File: src/smpc_pkg.sv
// Package with register map, field layout and encodings of the sample mode and pin function control
package smpc_pkg;

    // ------------------------------------------------------------
    // Register map
    // ------------------------------------------------------------
    localparam logic [7:0]  MAIN_CONTROL_ADDR  = 8'h01;
    localparam logic [7:0]  PIN_DATA_ADDR      = 8'h1e;
    localparam logic [15:0] MAIN_CONTROL_RESET = 16'h0700;
    localparam logic [3:0]  PIN_DATA_RESET     = 4'h0;

    // ------------------------------------------------------------
    // Field positions inside main_control
    // ------------------------------------------------------------
    localparam int MODE_MSB  = 15;
    localparam int MODE_LSB  = 12;
    localparam int PIN2_MSB  = 11;
    localparam int PIN2_LSB  = 10;
    localparam int PIN1_MSB  = 9;
    localparam int PIN1_LSB  = 8;
    localparam int CHOFF_MSB = 7;
    localparam int CHOFF_LSB = 4;

    // Field positions inside the pin data register
    localparam int PD_IN1  = 0;
    localparam int PD_IN2  = 1;
    localparam int PD_OUT1 = 2;
    localparam int PD_OUT2 = 3;

    // ------------------------------------------------------------
    // Encodings
    // ------------------------------------------------------------
    typedef enum logic [1:0] {
        SMPC_PIN_ALERT    = 2'h0,
        SMPC_PIN_GP_IN    = 2'h1,
        SMPC_PIN_GP_OUT   = 2'h2,
        SMPC_PIN_OVERRIDE = 2'h3
    } smpc_pin_fn_t;

    localparam logic [3:0] MODE_LAST_ADAPTIVE = 4'h3;
    localparam logic [3:0] MODE_LAST_PLAIN    = 4'h7;
    localparam logic [3:0] MODE_SINGLE        = 4'h8;
    localparam logic [3:0] MODE_SINGLE_AVG8   = 4'h9;
    localparam logic [3:0] MODE_FAST          = 4'ha;
    localparam logic [3:0] MODE_BURST         = 4'hb;
    localparam logic [3:0] MODE_SLEEP         = 4'hf;

    // Rate select: 0 fastest, 3 slowest (8 samples per second)
    localparam logic [1:0] RATE_SLOWEST = 2'h3;

endpackage

File: src/smpc_pin_if.sv
// Interface carrying the control and status of one multi-purpose pin
`timescale 1ns/100ps
interface smpc_pin_if;
    smpc_pkg::smpc_pin_fn_t fn;
    logic                   out_val;
    logic                   alert_act;
    logic                   in_level;

    modport ctl (output fn, output out_val, output alert_act, input in_level);
    modport pin (input fn, input out_val, input alert_act, output in_level);
endinterface

File: src/smpc_pin_unit.sv
// Pin unit: input synchroniser and drive control for one multi-purpose pin
`timescale 1ns/100ps
module smpc_pin_unit (
    input  wire logic core_clk,
    input  wire logic rst_n,
    smpc_pin_if.pin   pif,
    input  wire logic pin_i,
    output logic      pin_o_ff,
    output logic      pin_oe_ff
);

    logic sync1_ff;
    logic sync2_ff;

    // ------------------------------------------------------------
    // Input synchroniser
    // ------------------------------------------------------------
    // Pin is asynchronous; only the second stage is looked at
    always_ff @(posedge core_clk or negedge rst_n) begin
        if (!rst_n) begin
            sync1_ff <= 1'b0;
            sync2_ff <= 1'b0;
        end else begin
            sync1_ff <= pin_i;
            sync2_ff <= sync1_ff;
        end
    end

    assign pif.in_level = sync2_ff;

    // ------------------------------------------------------------
    // Drive control
    // ------------------------------------------------------------
    // Alert pulls low open-drain style; output mode drives both levels
    always_ff @(posedge core_clk or negedge rst_n) begin
        if (!rst_n) begin
            pin_o_ff  <= 1'b0;
            pin_oe_ff <= 1'b0;
        end else begin
            case (pif.fn)
                smpc_pkg::SMPC_PIN_ALERT: begin
                    pin_o_ff  <= 1'b0;
                    pin_oe_ff <= pif.alert_act;
                end
                smpc_pkg::SMPC_PIN_GP_OUT: begin
                    pin_o_ff  <= pif.out_val;     // see RL8
                    pin_oe_ff <= 1'b1;
                end
                default: begin
                    // Input roles never drive, so no contention with the source
                    pin_o_ff  <= 1'b0;
                    pin_oe_ff <= 1'b0;
                end
            endcase
        end
    end

endmodule

File: src/smpc_ctrl.sv
// Main control register upper byte: sample mode decode and multi-purpose pin roles
`timescale 1ns/100ps

// Behaviour
// RL1: Mode codes 0 to 3 are continuous sampling with adaptive accumulation at falling rates, code 0 the default.
// RL2: Mode codes 4 to 7 are continuous sampling at the same four rates without adaptive accumulation.
// RL3: Mode code 8 is single-shot and code 9 is single-shot with eight-fold averaging.
// RL4: Mode code 11 selects burst conversion.
// RL5: Mode codes 12 to 14 are reserved, the host must not write them and they produce no conversion behaviour.
// RL6: Mode code 15 is sleep with no sampling.
// RL7: The second pin role field selects alert, input, output or rate override.
// RL8: A pin in input role shows its sampled level to the host, in output role drives the written level.
// RL9: A rate-override pin held high forces the slowest rate of 8 samples per second.
// RL10: Only one pin should be the override; if both are, only the first pin counts.
// RL11: The first pin role field uses the same encoding as the second.
// RL12: The first pin in general-purpose roles shows its input level and drives its written level.
// RL13: Mode code 10 selects fast conversion.
// RL14: Pin input levels and output values live in a separate readable and writable data register.
module smpc_ctrl (
    input  wire logic        core_clk,
    input  wire logic        rst_n,
    // Register access from the serial front end
    input  wire logic [7:0]  reg_addr,
    input  wire logic        reg_wr,
    input  wire logic        reg_rd,
    input  wire logic [15:0] reg_wdata,
    output logic      [15:0] reg_rdata_ff,
    // Alert requests from the limit and conversion logic
    input  wire logic        alert1_req,
    input  wire logic        alert2_req,
    // Multi-purpose pins
    input  wire logic        pin1_i,
    output logic             pin1_o,
    output logic             pin1_oe,
    input  wire logic        pin2_i,
    output logic             pin2_o,
    output logic             pin2_oe,
    // Decoded conversion controls
    output logic             continuous_ff,
    output logic             adaptive_ff,
    output logic      [1:0]  rate_sel_ff,
    output logic             single_shot_ff,
    output logic             avg8_ff,
    output logic             fast_ff,
    output logic             burst_ff,
    output logic             sleep_ff,
    output logic      [3:0]  channel_off_ff
);

    // Stored fields of main_control and the pin data register
    logic [3:0]             mode_ff;
    smpc_pkg::smpc_pin_fn_t pin1_fn_ff;
    smpc_pkg::smpc_pin_fn_t pin2_fn_ff;
    logic                   out1_ff;
    logic                   out2_ff;
    // Combinational helpers
    logic                   override_hit;
    logic [15:0]            nxt_rdata;

    // One carrier per pin; the control side drives role, value and alert,
    // the pin unit hands back the synchronised level
    smpc_pin_if pin1_bus ();
    smpc_pin_if pin2_bus ();

    // Decides whether an access hits the given register
    // Kept as a function so the write and read decodes cannot drift apart
    function automatic logic addr_hit(input logic [7:0] addr, input logic [7:0] target);
        addr_hit = (addr == target);
    endfunction

    // ------------------------------------------------------------
    // main_control register
    // ------------------------------------------------------------
    // Reserved mode codes are stored as written; decode gives them no action
    // Roles take effect one edge after the write, outputs one edge later still
    // Bits 3:0 are not stored at all, so they cost no flops and read zero
    always_ff @(posedge core_clk or negedge rst_n) begin
        if (!rst_n) begin
            mode_ff        <= smpc_pkg::MAIN_CONTROL_RESET[smpc_pkg::MODE_MSB:smpc_pkg::MODE_LSB];  // see RL1
            pin2_fn_ff     <= smpc_pkg::smpc_pin_fn_t'(
                smpc_pkg::MAIN_CONTROL_RESET[smpc_pkg::PIN2_MSB:smpc_pkg::PIN2_LSB]);
            pin1_fn_ff     <= smpc_pkg::smpc_pin_fn_t'(
                smpc_pkg::MAIN_CONTROL_RESET[smpc_pkg::PIN1_MSB:smpc_pkg::PIN1_LSB]);
            channel_off_ff <= smpc_pkg::MAIN_CONTROL_RESET[smpc_pkg::CHOFF_MSB:smpc_pkg::CHOFF_LSB];
        end else if (reg_wr && addr_hit(reg_addr, smpc_pkg::MAIN_CONTROL_ADDR)) begin
            // Whole register written at once; no byte enables on this port
            mode_ff        <= reg_wdata[smpc_pkg::MODE_MSB:smpc_pkg::MODE_LSB];
            pin2_fn_ff     <= smpc_pkg::smpc_pin_fn_t'(reg_wdata[smpc_pkg::PIN2_MSB:smpc_pkg::PIN2_LSB]); // see RL7
            pin1_fn_ff     <= smpc_pkg::smpc_pin_fn_t'(reg_wdata[smpc_pkg::PIN1_MSB:smpc_pkg::PIN1_LSB]); // see RL11
            channel_off_ff <= reg_wdata[smpc_pkg::CHOFF_MSB:smpc_pkg::CHOFF_LSB];
        end
    end

    // ------------------------------------------------------------
    // Pin data register, output values
    // ------------------------------------------------------------
    // Output values are kept even while a pin is in another role
    // Input levels are not stored here: they are read live from the synchronisers
    // Bits 0 and 1 of a write are ignored, the pins own those levels
    always_ff @(posedge core_clk or negedge rst_n) begin
        if (!rst_n) begin
            out1_ff <= smpc_pkg::PIN_DATA_RESET[smpc_pkg::PD_OUT1];
            out2_ff <= smpc_pkg::PIN_DATA_RESET[smpc_pkg::PD_OUT2];
        end else if (reg_wr && addr_hit(reg_addr, smpc_pkg::PIN_DATA_ADDR)) begin
            // Only the two output bits are writable
            out1_ff <= reg_wdata[smpc_pkg::PD_OUT1];  // see RL14
            out2_ff <= reg_wdata[smpc_pkg::PD_OUT2];
        end
    end

    // ------------------------------------------------------------
    // Pin units
    // ------------------------------------------------------------
    // Alert requests pass straight through; they come from logic on this clock
    // and need no synchroniser, unlike the pad levels inside each unit
    assign pin1_bus.fn        = pin1_fn_ff;
    assign pin1_bus.out_val   = out1_ff;     // see RL12
    assign pin1_bus.alert_act = alert1_req;
    assign pin2_bus.fn        = pin2_fn_ff;
    assign pin2_bus.out_val   = out2_ff;     // see RL8
    assign pin2_bus.alert_act = alert2_req;

    // First multi-purpose pin
    smpc_pin_unit u_pin1 (
        .core_clk  (core_clk),
        .rst_n     (rst_n),
        .pif       (pin1_bus.pin),
        .pin_i     (pin1_i),
        .pin_o_ff  (pin1_o),
        .pin_oe_ff (pin1_oe)
    );

    // Second multi-purpose pin
    smpc_pin_unit u_pin2 (
        .core_clk  (core_clk),
        .rst_n     (rst_n),
        .pif       (pin2_bus.pin),
        .pin_i     (pin2_i),
        .pin_o_ff  (pin2_o),
        .pin_oe_ff (pin2_oe)
    );

    // ------------------------------------------------------------
    // Rate override
    // ------------------------------------------------------------
    // First pin has priority; second pin is only heard when first is not an override
    // A pin that is an override but held low leaves the programmed rate alone
    // Level passes two synchroniser flops, so a pad change reaches the rate
    // three edges later; a glitch shorter than a clock may be missed
    always_comb begin
        if (pin1_fn_ff == smpc_pkg::SMPC_PIN_OVERRIDE) begin
            override_hit = pin1_bus.in_level;  // see RL10
        end else if (pin2_fn_ff == smpc_pkg::SMPC_PIN_OVERRIDE) begin
            override_hit = pin2_bus.in_level;
        end else begin
            override_hit = 1'b0;
        end
    end

    // ------------------------------------------------------------
    // Mode decode
    // ------------------------------------------------------------
    // Registered so every control output comes straight from a flop
    // Costs one edge of latency after mode_ff, two after the write itself
    // Rate field is the low half of the mode code for all continuous codes;
    // for other codes it is passed on but the sampling logic ignores it
    always_ff @(posedge core_clk or negedge rst_n) begin
        if (!rst_n) begin
            // Nothing runs until the first edge after reset
            continuous_ff  <= 1'b0;
            adaptive_ff    <= 1'b0;
            rate_sel_ff    <= 2'h0;
            single_shot_ff <= 1'b0;
            avg8_ff        <= 1'b0;
            fast_ff        <= 1'b0;
            burst_ff       <= 1'b0;
            sleep_ff       <= 1'b0;
        end else begin
            // Continuous codes form one range, adaptive ones its lower half
            continuous_ff  <= (mode_ff <= smpc_pkg::MODE_LAST_PLAIN);             // see RL1
            adaptive_ff    <= (mode_ff <= smpc_pkg::MODE_LAST_ADAPTIVE);          // see RL1
            // Override forces the slowest rate in every mode, continuous or not
            rate_sel_ff    <= override_hit ? smpc_pkg::RATE_SLOWEST : mode_ff[1:0]; // see RL2 see RL9
            // Special modes each match a single code; single-shot matches both 8 and 9
            single_shot_ff <= (mode_ff == smpc_pkg::MODE_SINGLE) ||
                              (mode_ff == smpc_pkg::MODE_SINGLE_AVG8);            // see RL3
            avg8_ff        <= (mode_ff == smpc_pkg::MODE_SINGLE_AVG8);            // see RL3
            fast_ff        <= (mode_ff == smpc_pkg::MODE_FAST);                   // see RL13
            burst_ff       <= (mode_ff == smpc_pkg::MODE_BURST);                  // see RL4
            sleep_ff       <= (mode_ff == smpc_pkg::MODE_SLEEP);                  // see RL6
            // Codes 12 to 14 match none of the above: all mode flags low, rate still taken from the code, see RL5
        end
    end

    // ------------------------------------------------------------
    // Read path
    // ------------------------------------------------------------
    // Unmapped addresses and unimplemented bits read as zero
    // Address is decoded in the same edge as the read strobe
    always_comb begin
        nxt_rdata = 16'h0000;
        if (addr_hit(reg_addr, smpc_pkg::MAIN_CONTROL_ADDR)) begin
            nxt_rdata[smpc_pkg::MODE_MSB:smpc_pkg::MODE_LSB]   = mode_ff;
            nxt_rdata[smpc_pkg::PIN2_MSB:smpc_pkg::PIN2_LSB]   = pin2_fn_ff;
            nxt_rdata[smpc_pkg::PIN1_MSB:smpc_pkg::PIN1_LSB]   = pin1_fn_ff;
            nxt_rdata[smpc_pkg::CHOFF_MSB:smpc_pkg::CHOFF_LSB] = channel_off_ff;
        end else if (addr_hit(reg_addr, smpc_pkg::PIN_DATA_ADDR)) begin
            // Inputs live, outputs as written
            nxt_rdata[smpc_pkg::PD_IN1]  = pin1_bus.in_level;  // see RL12
            nxt_rdata[smpc_pkg::PD_IN2]  = pin2_bus.in_level;  // see RL8
            nxt_rdata[smpc_pkg::PD_OUT1] = out1_ff;
            nxt_rdata[smpc_pkg::PD_OUT2] = out2_ff;
        end
    end

    // Read data is captured only on a read strobe and holds between reads,
    // so a slow front end may fetch it several cycles later
    always_ff @(posedge core_clk or negedge rst_n) begin
        if (!rst_n) begin
            reg_rdata_ff <= 16'h0000;
        end else if (reg_rd) begin
            reg_rdata_ff <= nxt_rdata;  // see RL14
        end
    end

endmodule

File: config.mk
export PLATFORM = sky130hd
export DESIGN_NAME = smpc_ctrl
export DESIGN_NICKNAME = d
export VERILOG_FILES = /design/src/smpc_pkg.sv /design/src/smpc_pin_if.sv /design/src/smpc_pin_unit.sv /design/src/smpc_ctrl.sv
export SDC_FILE = /design/constraint.sdc
export NUM_CORES = 1
export LEC_CHECK = 0
export BUFFER_PORTS_ARGS = -buffer_cell sky130_fd_sc_hd__clkbuf_2
export CAP_MARGIN = 20
export CORE_AREA = 2 2 75 106
export CTS_BUF_LIST = sky130_fd_sc_hd__clkbuf_2 sky130_fd_sc_hd__clkbuf_4 sky130_fd_sc_hd__clkbuf_8
export CTS_CLUSTER_DIAMETER = 150
export DETAILED_ROUTE_END_ITERATION = 12
export DIE_AREA = 0 0 77 108
export GPL_TIMING_DRIVEN = 0
export PLACE_DENSITY = 0.5
export SLEW_MARGIN = 20
export SYNTH_ARGS = -nofsm -noshare
export SYNTH_HDL_FRONTEND = slang
export SYNTH_SLANG_ARGS = --single-unit
File: constraint.sdc
create_clock -name core_clk -period 2 [get_ports core_clk]
set_input_delay 0.2 -clock core_clk [delete_from_list [all_inputs] [get_ports core_clk]]
set_output_delay 0.2 -clock core_clk [all_outputs]
set_load 0.005 [all_outputs]
==> impl_metrics.yaml, run 1 <==
critical_path:
  reg2reg_depth: 3
  arrival_ps: 1410
  required_ps: 2180
  startpoint_type: "primary input"
  reg2reg_slack_ps: 850
  endpoint_kind: "register"
  path_class: "in -> reg"
  r2r-start: "pin1_bus.fn[1]"
  crit_fanout: 2
  cp-startpoint: "reg_addr[5]"
  r2r-end: "rate_sel_ff[1]"
  endpoint: "out1_ff"
global_routing:
  grt_pass1_vias: 1320
  grt_overflow: 0
  antenna_found_initial: 0
  grt_pass1_wl_um: 6589
  grt_util_all_layers: 0.1028
  grt_max_degree: 48
run:
  max_cap_viol_count: 0
synthesis:
  synth_mux_area_frac: 0.1080
  yosysSeqAreaShare: 0.6530
  synth-xor-area-share: 0
  ys_types: 27
  synth_fa_ha_area_frac: 0
  ys_seq_elements: 47
  synth_nets: 170
  synth_top_family_by_area: "simple AND/OR/NAND/NOR gates"
  synth_warnings: 0
  avgSynthCellArea_um2: 13.09
  synth_cells: 138
  synth-compound-area-share: 0.06579
  synth_simple_gate_area_frac: 0.1316
  synth_area_um2: 1807
clocking:
  cts-root-buf: "clkbuf_8"
  cts_buffers: 5
  clock-sinks: 47
  postCtsResizedCells: 0
  tritoncts: "yes"
  clk_latency_ps: 290
  path_clk_slew_ps: 80
  cts.htree.levels: 2
  clockBufferDepth: 2
cells_and_area:
  finalNetCount: 242
  final_cell_count_no_fill: 308
  n_antenna_cell: 0
  nFillCells: 776
  fin_util: 0.3240
  syn_to_final_growth_pct: 31.16
  drive_above_1_share: 0.4265
timing:
  period_share: 0.6170
  rsz0062_at_grt: "false"
  tns_ps: 0
  relSlewSlack: 0.5624
  setup_ws_ps: 765.9
  max_slew.worst_pin.slew_ps: 656.5
  clock_skew_ps: 11.80
  hold_viol: 0
  maxSlewViolCount: 0
  setup_viol_count_final: 0
  clock.fmax_mhz: 810.3
  period_minus_slack_ps: 1234
placement:
  gp_congestion: 0.6985
  pre_cts_ws_ps: 425.4
  place_inst: 297
  io_buffers: 62
  dp_hpwl_um: 2918
floorplan:
  die-area_um2: 8316
  die-height_um: 108
  rows: 37
  die_x_um: 77
  ios: 65
  design.core.area_um2: 7315
  initial_core_util: 0.2470
drt:
  dr_total_vias: 1258
  viasPerCell: 4.084
  drt-pass1-iter-count: 3
  drt-total-wl_um: 4072
  wl_per_cell_um: 13.22
  drc: 0
  antenna_left: 0
  drt_iter0_markers: 27
status:
  status: "finished, final reports clean"
power_and_ir_drop:
  swShare: 0.2252
  p_clk_frac: 0.353
  seq_power_share: 0.582
  p_int_uw: 1330
  power.leakage_uw: 0.001199
  p_sw_uw: 386.6
  powerDensity_nw_per_um2: 724.5
  peakVddDrop_v: 0.0002608
  combPwrFrac: 0.065
worst_hold_path:
  hold_path_class: "in -> reg"
## repair_timing
| item | 4_1_cts | 5_1_grt |
|---|---|---|
| buffers inserted | 0 | 0 |
| hold endpoints to repair | 45 | 1 |
| hold buffers | 2 | 1 |
## per-layer routing
| metal | vias up | GRT usage | share of wire |
|---|---|---|---|
| met2 | 42 | 0.1761 | 0.51 |
| met4 | 0 | 0.04209 | 0.012 |
| met3 | 2 | 0.02755 | 0.046 |
| met1 | 601 | 0.1227 | 0.44 |
| li1 | 613 | - | - |
| met5 | - | 0 | 0 |
## cells in the mapped netlist (all sizes together)
cell type,number,share of area
a31o,4,0.019
a41oi,1,0.0048
and2,1,0.0035
and3,1,0.0035
and3b,2,0.0097
buf,1,0.0062
clkbuf,4,0.0083
dfrtp,44,0.61
dfstp,3,0.044
inv,13,0.027
mux2,14,0.11
nand2,15,0.031
nand2b,2,0.0069
nand3,1,0.0028
nand4,2,0.010
nor2,6,0.012
nor2b,4,0.014
nor3,4,0.014
nor3b,2,0.011
nor4,1,0.0069
o22ai,12,0.042
or4b,1,0.0055
## cell type report
cell class	instances	area [um^2]	area share
Buffer	5	26.28	0.01109
Clock buffer	7	90.09	0.03801
Clock inverter	1	8.758	0.003696
Inverter	13	48.80	0.02059
Multi-Input combinational cell	73	551.8	0.2328
Sequential cell	47	1180	0.4979
Tap cell	97	121.4	0.05121
Timing Repair Buffer	65	342.8	0.1447
## cells by family after synthesis
logic type             after synthesis
and+or+nand+nor                     42
buffers and inverters               18
AOI/OAI and AO/OA                   17
muxes                               14
DFF                                 47
## power by group through the flow
stage	Combinational [uW]	Sequential, uW	Clock, uW
after global routing	128	1000	676
final	112	999	606
after detailed placement	111	1020	0
after CTS	115	1000	642
after floorplan	37.6	1010	0
after global placement	110	1020	0
## worst min-delay path by stage
stage | from | slack (ps) | cells after the start | end
final | alert2_req | 110 | 3 | u_pin2.pin_oe_ff
after global routing | reg_wdata[6] | 110 | 2 | channel_off_ff[2]
after CTS | pin1_i | 5 | 1 | u_pin1.sync1_ff
after detailed placement | rst_n | 300 | 1 | u_pin2.sync1_ff
after global placement | pin2_i | 310 | 1 | u_pin2.sync1_ff
after floorplan | rst_n | -100 | 0 | adaptive_ff
## registers in the layout, summed over array words and instances (netlist names), 2 cells and up
signal,count
pin2_bus.fn,2
rate_sel_ff,2
pin1_bus.fn,2
reg_rdata_ff,16
channel_off_ff,4
mode_ff,4
## worst max-delay path, stage by stage
cell,delay (ps)
clkbuf_2,90
or4b_1,520
nor3_2,250
mux2_1,350
## metrics by stage
| stage | power [uW] | area [um^2] | hold slack, ps |
|---|---|---|---|
| after floorplan | 1050 | 1807 | -95.59 |
| after global placement | 1128 | 2238 | 308.7 |
| after detailed placement | 1130 | 2241 | 303.7 |
| after CTS | 1757 | 2360 | 5.021 |
| after global routing | 1809 | 2370 | 110.3 |
| final | 1717 | 2370 | 112.3 |
## cell usage in the layout, fill, tap and decap left out, types with 2 or more instances in the layout
| cell type | n |
|---|---|
| nor2b_1 | 4 |
| nor3_1 | 3 |
| clkbuf_1 | 4 |
| nand2b_1 | 2 |
| nand2_1 | 15 |
| dfrtp_1 | 44 |
| dlygate4sd3_1 | 3 |
| inv_1 | 13 |
| a31o_2 | 2 |
| mux2_4 | 10 |
| o22ai_1 | 12 |
| clkbuf_2 | 61 |
| dfstp_2 | 3 |
| a31o_1 | 2 |
| and3b_1 | 2 |
| clkbuf_4 | 2 |
| clkbuf_8 | 6 |
| nor2_1 | 6 |
| mux2_1 | 4 |
No activity file was read; power rests on OpenSTA's default activity.
==> inputs of run 2 (changes only) <==
Settings changed: PLACE_DENSITY 0.5 to 0.52.
Clock period 2 ns to 1.13 ns, I/O delays scaled along.
==> run 2 against run 1 <==
  * Die area unchanged
  * Global-route usage increased by 0.37 points
  * Non-clock buffer count increased by 3
  * Cell count increased by 0.97%
  * Critical endpoint is now out2_ff
  * Sequential cell count unchanged
  * Via count increased by 1.6%
==> impl_metrics.yaml, run 2 (same netlist as run 1, synthesis figures left out) <==
floorplan:
  die-area_um2: 8316
  design.core.area_um2: 7315
  die-height_um: 108
  ios: 65
  die_x_um: 77
  initial_core_util: 0.2470
  rows: 37
drt:
  drt-total-wl_um: 4062
  drt-pass1-iter-count: 4
  wl_per_cell_um: 13.06
  dr_total_vias: 1278
  drt_iter0_markers: 36
  antenna_left: 0
  viasPerCell: 4.109
  drc: 0
critical_path:
  cp-startpoint: "reg_addr[5]"
  endpoint_kind: "register"
  startpoint_type: "primary input"
  crit_fanout: 2
  arrival_ps: 1270
  required_ps: 1320
  r2r-start: "pin1_bus.fn[0]"
  path_class: "in -> reg"
placement:
  io_buffers: 62
  gp_congestion: 0.6894
  dp_hpwl_um: 2933
  pre_cts_ws_ps: -346.9
cells_and_area:
  final_common_cell: "clkbuf_2"
  mostFrequentLayoutCells: "63 x clkbuf_2, 44 x dfrtp_1, 15 x nand2_1, 13 x inv_1, 12 x o22ai_1"
  nFillCells: 809
  syn_to_final_growth_pct: 34.97
  finalNetCount: 245
  fin_util: 0.3334
  largest_reg_flops: 16
  n_antenna_cell: 0
  drive_above_1_share: 0.4533
  top_regs: "reg_rdata_ff (16), channel_off_ff (4), mode_ff (4)"
  largest-register: "reg_rdata_ff"
timing:
  setup_viol_count_final: 0
  hold_viol: 0
  max_slew.worst_pin.slew_ps: 633.7
  clock.fmax_mhz: 926.4
  clock_skew_ps: 5.088
  rsz0062_at_grt: "true"
  setup_ws_ps: 50.57
  relSlewSlack: 0.5775
  maxSlewViolCount: 0
  tns_ps: 0
  period_minus_slack_ps: 1079
  period_share: 0.9553
  whs_ps: 21.87
clocking:
  clock-sinks: 47
  path_clk_slew_ps: 90
  tritoncts: "yes"
  cts-root-buf: "clkbuf_8"
  clockBufferDepth: 2
  clk_latency_ps: 300
  cts.htree.levels: 2
  cts_buffers: 5
global_routing:
  grt_overflow: 0
  grt_pass1_vias: 1376
  grt_max_degree: 48
  antenna_found_initial: 0
  grt_util_all_layers: 0.1065
  grt_pass1_wl_um: 6900
power_and_ir_drop:
  peakVddDrop_v: 0.0005572
  powerDensity_nw_per_um2: 1347
  power.leakage_uw: 0.001225
worst_hold_path:
  hold_start: "alert2_req"
  hold_path_class: "in -> reg"
status:
  status: "finished, final reports clean"
run:
  max_cap_viol_count: 0
## run 2: cell count changes in the layout (fill, tap and decap cells not counted), sizes merged
cell    delta
clkinv     -1
inv        +1
buf        +3
clkbuf     -1
bufinv     +1
## run 2: stage by stage
step                cells  area (um^2)  power (uW)
global route          311         2439        3436
floorplan             138         1821        1860
finish                311         2439        3285
CTS                   308         2414        3343
global placement      297         2252        2002
detailed placement    297         2255        2006
## run 2: timing repair
action,in CTS,in global routing
endpoints found under the hold margin,46,0
setup endpoints to repair,4,14
buffers inserted,0,3
pin swaps,1,1
hold buffers,3,0
resized for setup,1,4
## run 2: final cells by class
cell class	count	area (um^2)	share of cell area
inverter	13	48.80	0.02001
multi-input combinational	73	573.1	0.2350
sequential	47	1180	0.4838
buffer	5	28.78	0.01180
timing repair buffer	68	365.4	0.1498
clock buffer	6	82.58	0.03386
tap	97	121.4	0.04977
clock inverter	2	38.79	0.01591
## run 2: where the power goes
group / total [uW] / switching, uW / leakage, uW / internal [uW]
sequential: 1770 / 37.3 / 0.000620 / 1730
clock: 1300 / 576 / 0.0000618 / 728
combinational: 213 / 107 / 0.000543 / 106
total: 3280 / 720 / 0.00122 / 2570
## run 2: path summary, 6_finish.rpt
check                                            to  slack (ps)  cells past startpoint
worst max-delay path                        out2_ff          50                      4
worst min-delay path               u_pin2.pin_oe_ff          20                      3
worst max register to register       rate_sel_ff[1]         110                      3
worst min register to register  u_pin1.pif.in_level         360                      0
max in group asynchronous                mode_ff[1]         300                      2
min in group asynchronous                   out1_ff         390                      2
## run 2: worst max-delay path, cell delays in order
cell and delay [ps]:
clkbuf_2 90, or4b_1 530, nor3_2 200, mux2_1 340
## run 2: routing by layer
| layer | up-vias | global-route usage | share of wire |
|---|---|---|---|
| met4 | 0 | 0.04592 | 0.018 |
| li1 | 618 | - | - |
| met1 | 613 | 0.1231 | 0.41 |
| met2 | 41 | 0.1880 | 0.53 |
| met5 | - | 0 | 0 |
| met3 | 6 | 0.02588 | 0.046 |
==> inputs of run 3 (changes only) <==
Settings changed: SYNTH_HIERARCHICAL set to 1.
==> run 3 against run 2 <==
  * Final area is 1.6% lower
  * Sequential power about the same
  * Total power shrank 1.6%
  * Combinational power decreased by 2%
  * Critical path type is now reg -> reg
  * Critical endpoint is now rate_sel_ff[0]
==> impl_metrics.yaml, run 3 <==
synthesis:
  synth_area_leader_cell: "dfrtp_1"
  synth_cells: 140
  synth_top_area_frac: 0.6077
  ys_types: 24
  avgSynthCellArea_um2: 12.94
  synth_warnings: 6
  ys_seq_elements: 47
  yosysSeqAreaShare: 0.6512
  synth_area_leaders: "dfrtp_1 61%, mux2_4 8.3%, o22ai_1 5.5%"
  synth_area_um2: 1812
  yosys.cell_count.top_type: "dfrtp_1"
  synthTopCellsByCount: "44 x dfrtp_1, 19 x nand2_1, 17 x inv_1"
  ys_async_sr_fraction: 1.000
  synth_nets: 172
  ys.flop_type: "dfrtp_1"
  synth_edf_count: 0
cells_and_area:
  n_antenna_cell: 0
  largest_reg_flops: 16
  largest-register: "reg_rdata_ff"
  fin_util: 0.3281
  register_area_um2: 1180
  mostFrequentLayoutCells: "61 x clkbuf_2, 44 x dfrtp_1, 19 x nand2_1, 17 x inv_1, 16 x o22ai_1"
  multi_input_area_um2: 540.5
  top_regs: "reg_rdata_ff (16), channel_off_ff (4), mode_ff (4)"
  drive_above_1_share: 0.4319
  nFillCells: 787
  syn_to_final_growth_pct: 32.46
  final_common_cell: "clkbuf_2"
  finalNetCount: 244
timing:
  maxSlewViolCount: 0
  setup_ws_ps: 97.67
  rsz0062_at_grt: "false"
  period_minus_slack_ps: 1032
  max_slew.worst_pin.slew_ps: 655.8
  clock.fmax_mhz: 968.7
  hold_viol: 0
  clock_skew_ps: 6.301
  setup_viol_count_final: 0
  relSlewSlack: 0.5628
  period_share: 0.9136
critical_path:
  cp-startpoint: "pin1_bus.fn[1]"
  required_ps: 1310
  r2r-start: "pin1_bus.fn[1]"
  reg2reg_depth: 3
  path_class: "reg -> reg"
  startpoint_type: "register"
  crit_fanout: 6
  arrival_ps: 1220
  endpoint_kind: "register"
global_routing:
  grt_pass1_vias: 1246
  antenna_found_initial: 0
  grt_util_all_layers: 0.1042
  grt_pass1_wl_um: 6589
  grt_max_degree: 48
  grt_overflow: 0
power_and_ir_drop:
  powerDensity_nw_per_um2: 1346
  power.leakage_uw: 0.001161
  peakVddDrop_v: 0.0004579
run:
  max_cap_viol_count: 0
drt:
  dr_total_vias: 1247
  viasPerCell: 4.023
  wl_per_cell_um: 13.07
  drc: 0
  drt-total-wl_um: 4052
  drt_iter0_markers: 50
  antenna_left: 0
  drt-pass1-iter-count: 3
floorplan:
  die-height_um: 108
  rows: 37
  design.core.area_um2: 7315
  die_x_um: 77
  ios: 65
  die-area_um2: 8316
  initial_core_util: 0.2477
worst_hold_path:
  hold_path_class: "in -> reg"
  hold_start: "reg_wdata[3]"
  hold_depth: 2
status:
  status: "finished, final reports clean"
clocking:
  clockBufferDepth: 2
  cts-root-buf: "clkbuf_8"
  cts.htree.levels: 2
  path_clk_slew_ps: 90
  clk_latency_ps: 290
  tritoncts: "yes"
  clock-sinks: 47
  cts_buffers: 5
placement:
  dp_hpwl_um: 2927
  io_buffers: 62
  pre_cts_ws_ps: -189.5
  gp_congestion: 0.7312
-- run 3: timing repair --
action,CTS,global route
setup buffers,0,0
setup endpoints to repair,2,2
hold buffers,3,0
cloned,0,0
endpoints found under the hold margin,46,0
gates resized for setup,1,0
pin swaps,0,1
-- run 3: metrics by stage --
| stage | instance area (um^2) | cells | hold WS [ps] | total power, uW | setup TNS [ps] |
|---|---|---|---|---|---|
| after global routing | 2400 | 310 | 17.21 | 3406 | 0 |
| final | 2400 | 310 | 37.63 | 3231 | 0 |
| after detailed placement | 2246 | 299 | 218.7 | 2014 | -3218 |
| after global placement | 2243 | 299 | 224.1 | 2010 | -5871 |
| after floorplan | 1812 | 140 | -182.6 | 1870 | 0 |
| after CTS | 2400 | 310 | 21.75 | 3307 | 0 |
-- run 3: worst max-delay path, stage by stage, from the launching register on --
cell and delay [ps]:
dfstp_2 590, nand2_1 80, a41oi_2 170, nand2b_1 80
-- run 3: final timing paths --
check                                      endpoint  slack (ps)
worst min-delay path                        out2_ff          40
worst min register to register  u_pin2/pif.in_level         360
worst max-delay path                 rate_sel_ff[0]         100
max in group asynchronous          reg_rdata_ff[12]         280
worst max register to register       rate_sel_ff[0]         100
min in group asynchronous         channel_off_ff[0]         410
-- run 3: power by group --
part           internal, uW  total [uW]  switching [uW]
Sequential             1730        1770            39.3
Clock                   671        1250             579
Combinational           107         209             102
-- run 3: logic make-up (layout without fill, tap and decap cells) --
logic type / after synthesis / after routing / synth area share
flip-flops: 47 / 47 / 0.6512
AND/OR/NAND/NOR: 38 / 38 / 0.1153
buffers and inverters: 22 / 95 / 0.05456
AO/OA/AOI/OAI: 19 / 19 / 0.07114
multiplexers: 14 / 14 / 0.1077
-- run 3: layout make-up --
class                           instances  area share
Buffer                                  5     0.01460
Clock buffer                            5     0.02868
Clock inverter                          3     0.01981
Inverter                               17     0.02659
Multi-Input combinational cell         71      0.2252
Sequential cell                        47      0.4917
Tap cell                               97     0.05057
Timing Repair Buffer                   65      0.1429
-- run 3: layer usage --
| metal | part of all wire | global-route usage |
|---|---|---|
| met5 | 0 | 0 |
| met2 | 0.51 | 0.1698 |
| met3 | 0.058 | 0.03506 |
| met4 | 0.011 | 0.03827 |
| met1 | 0.42 | 0.1289 |
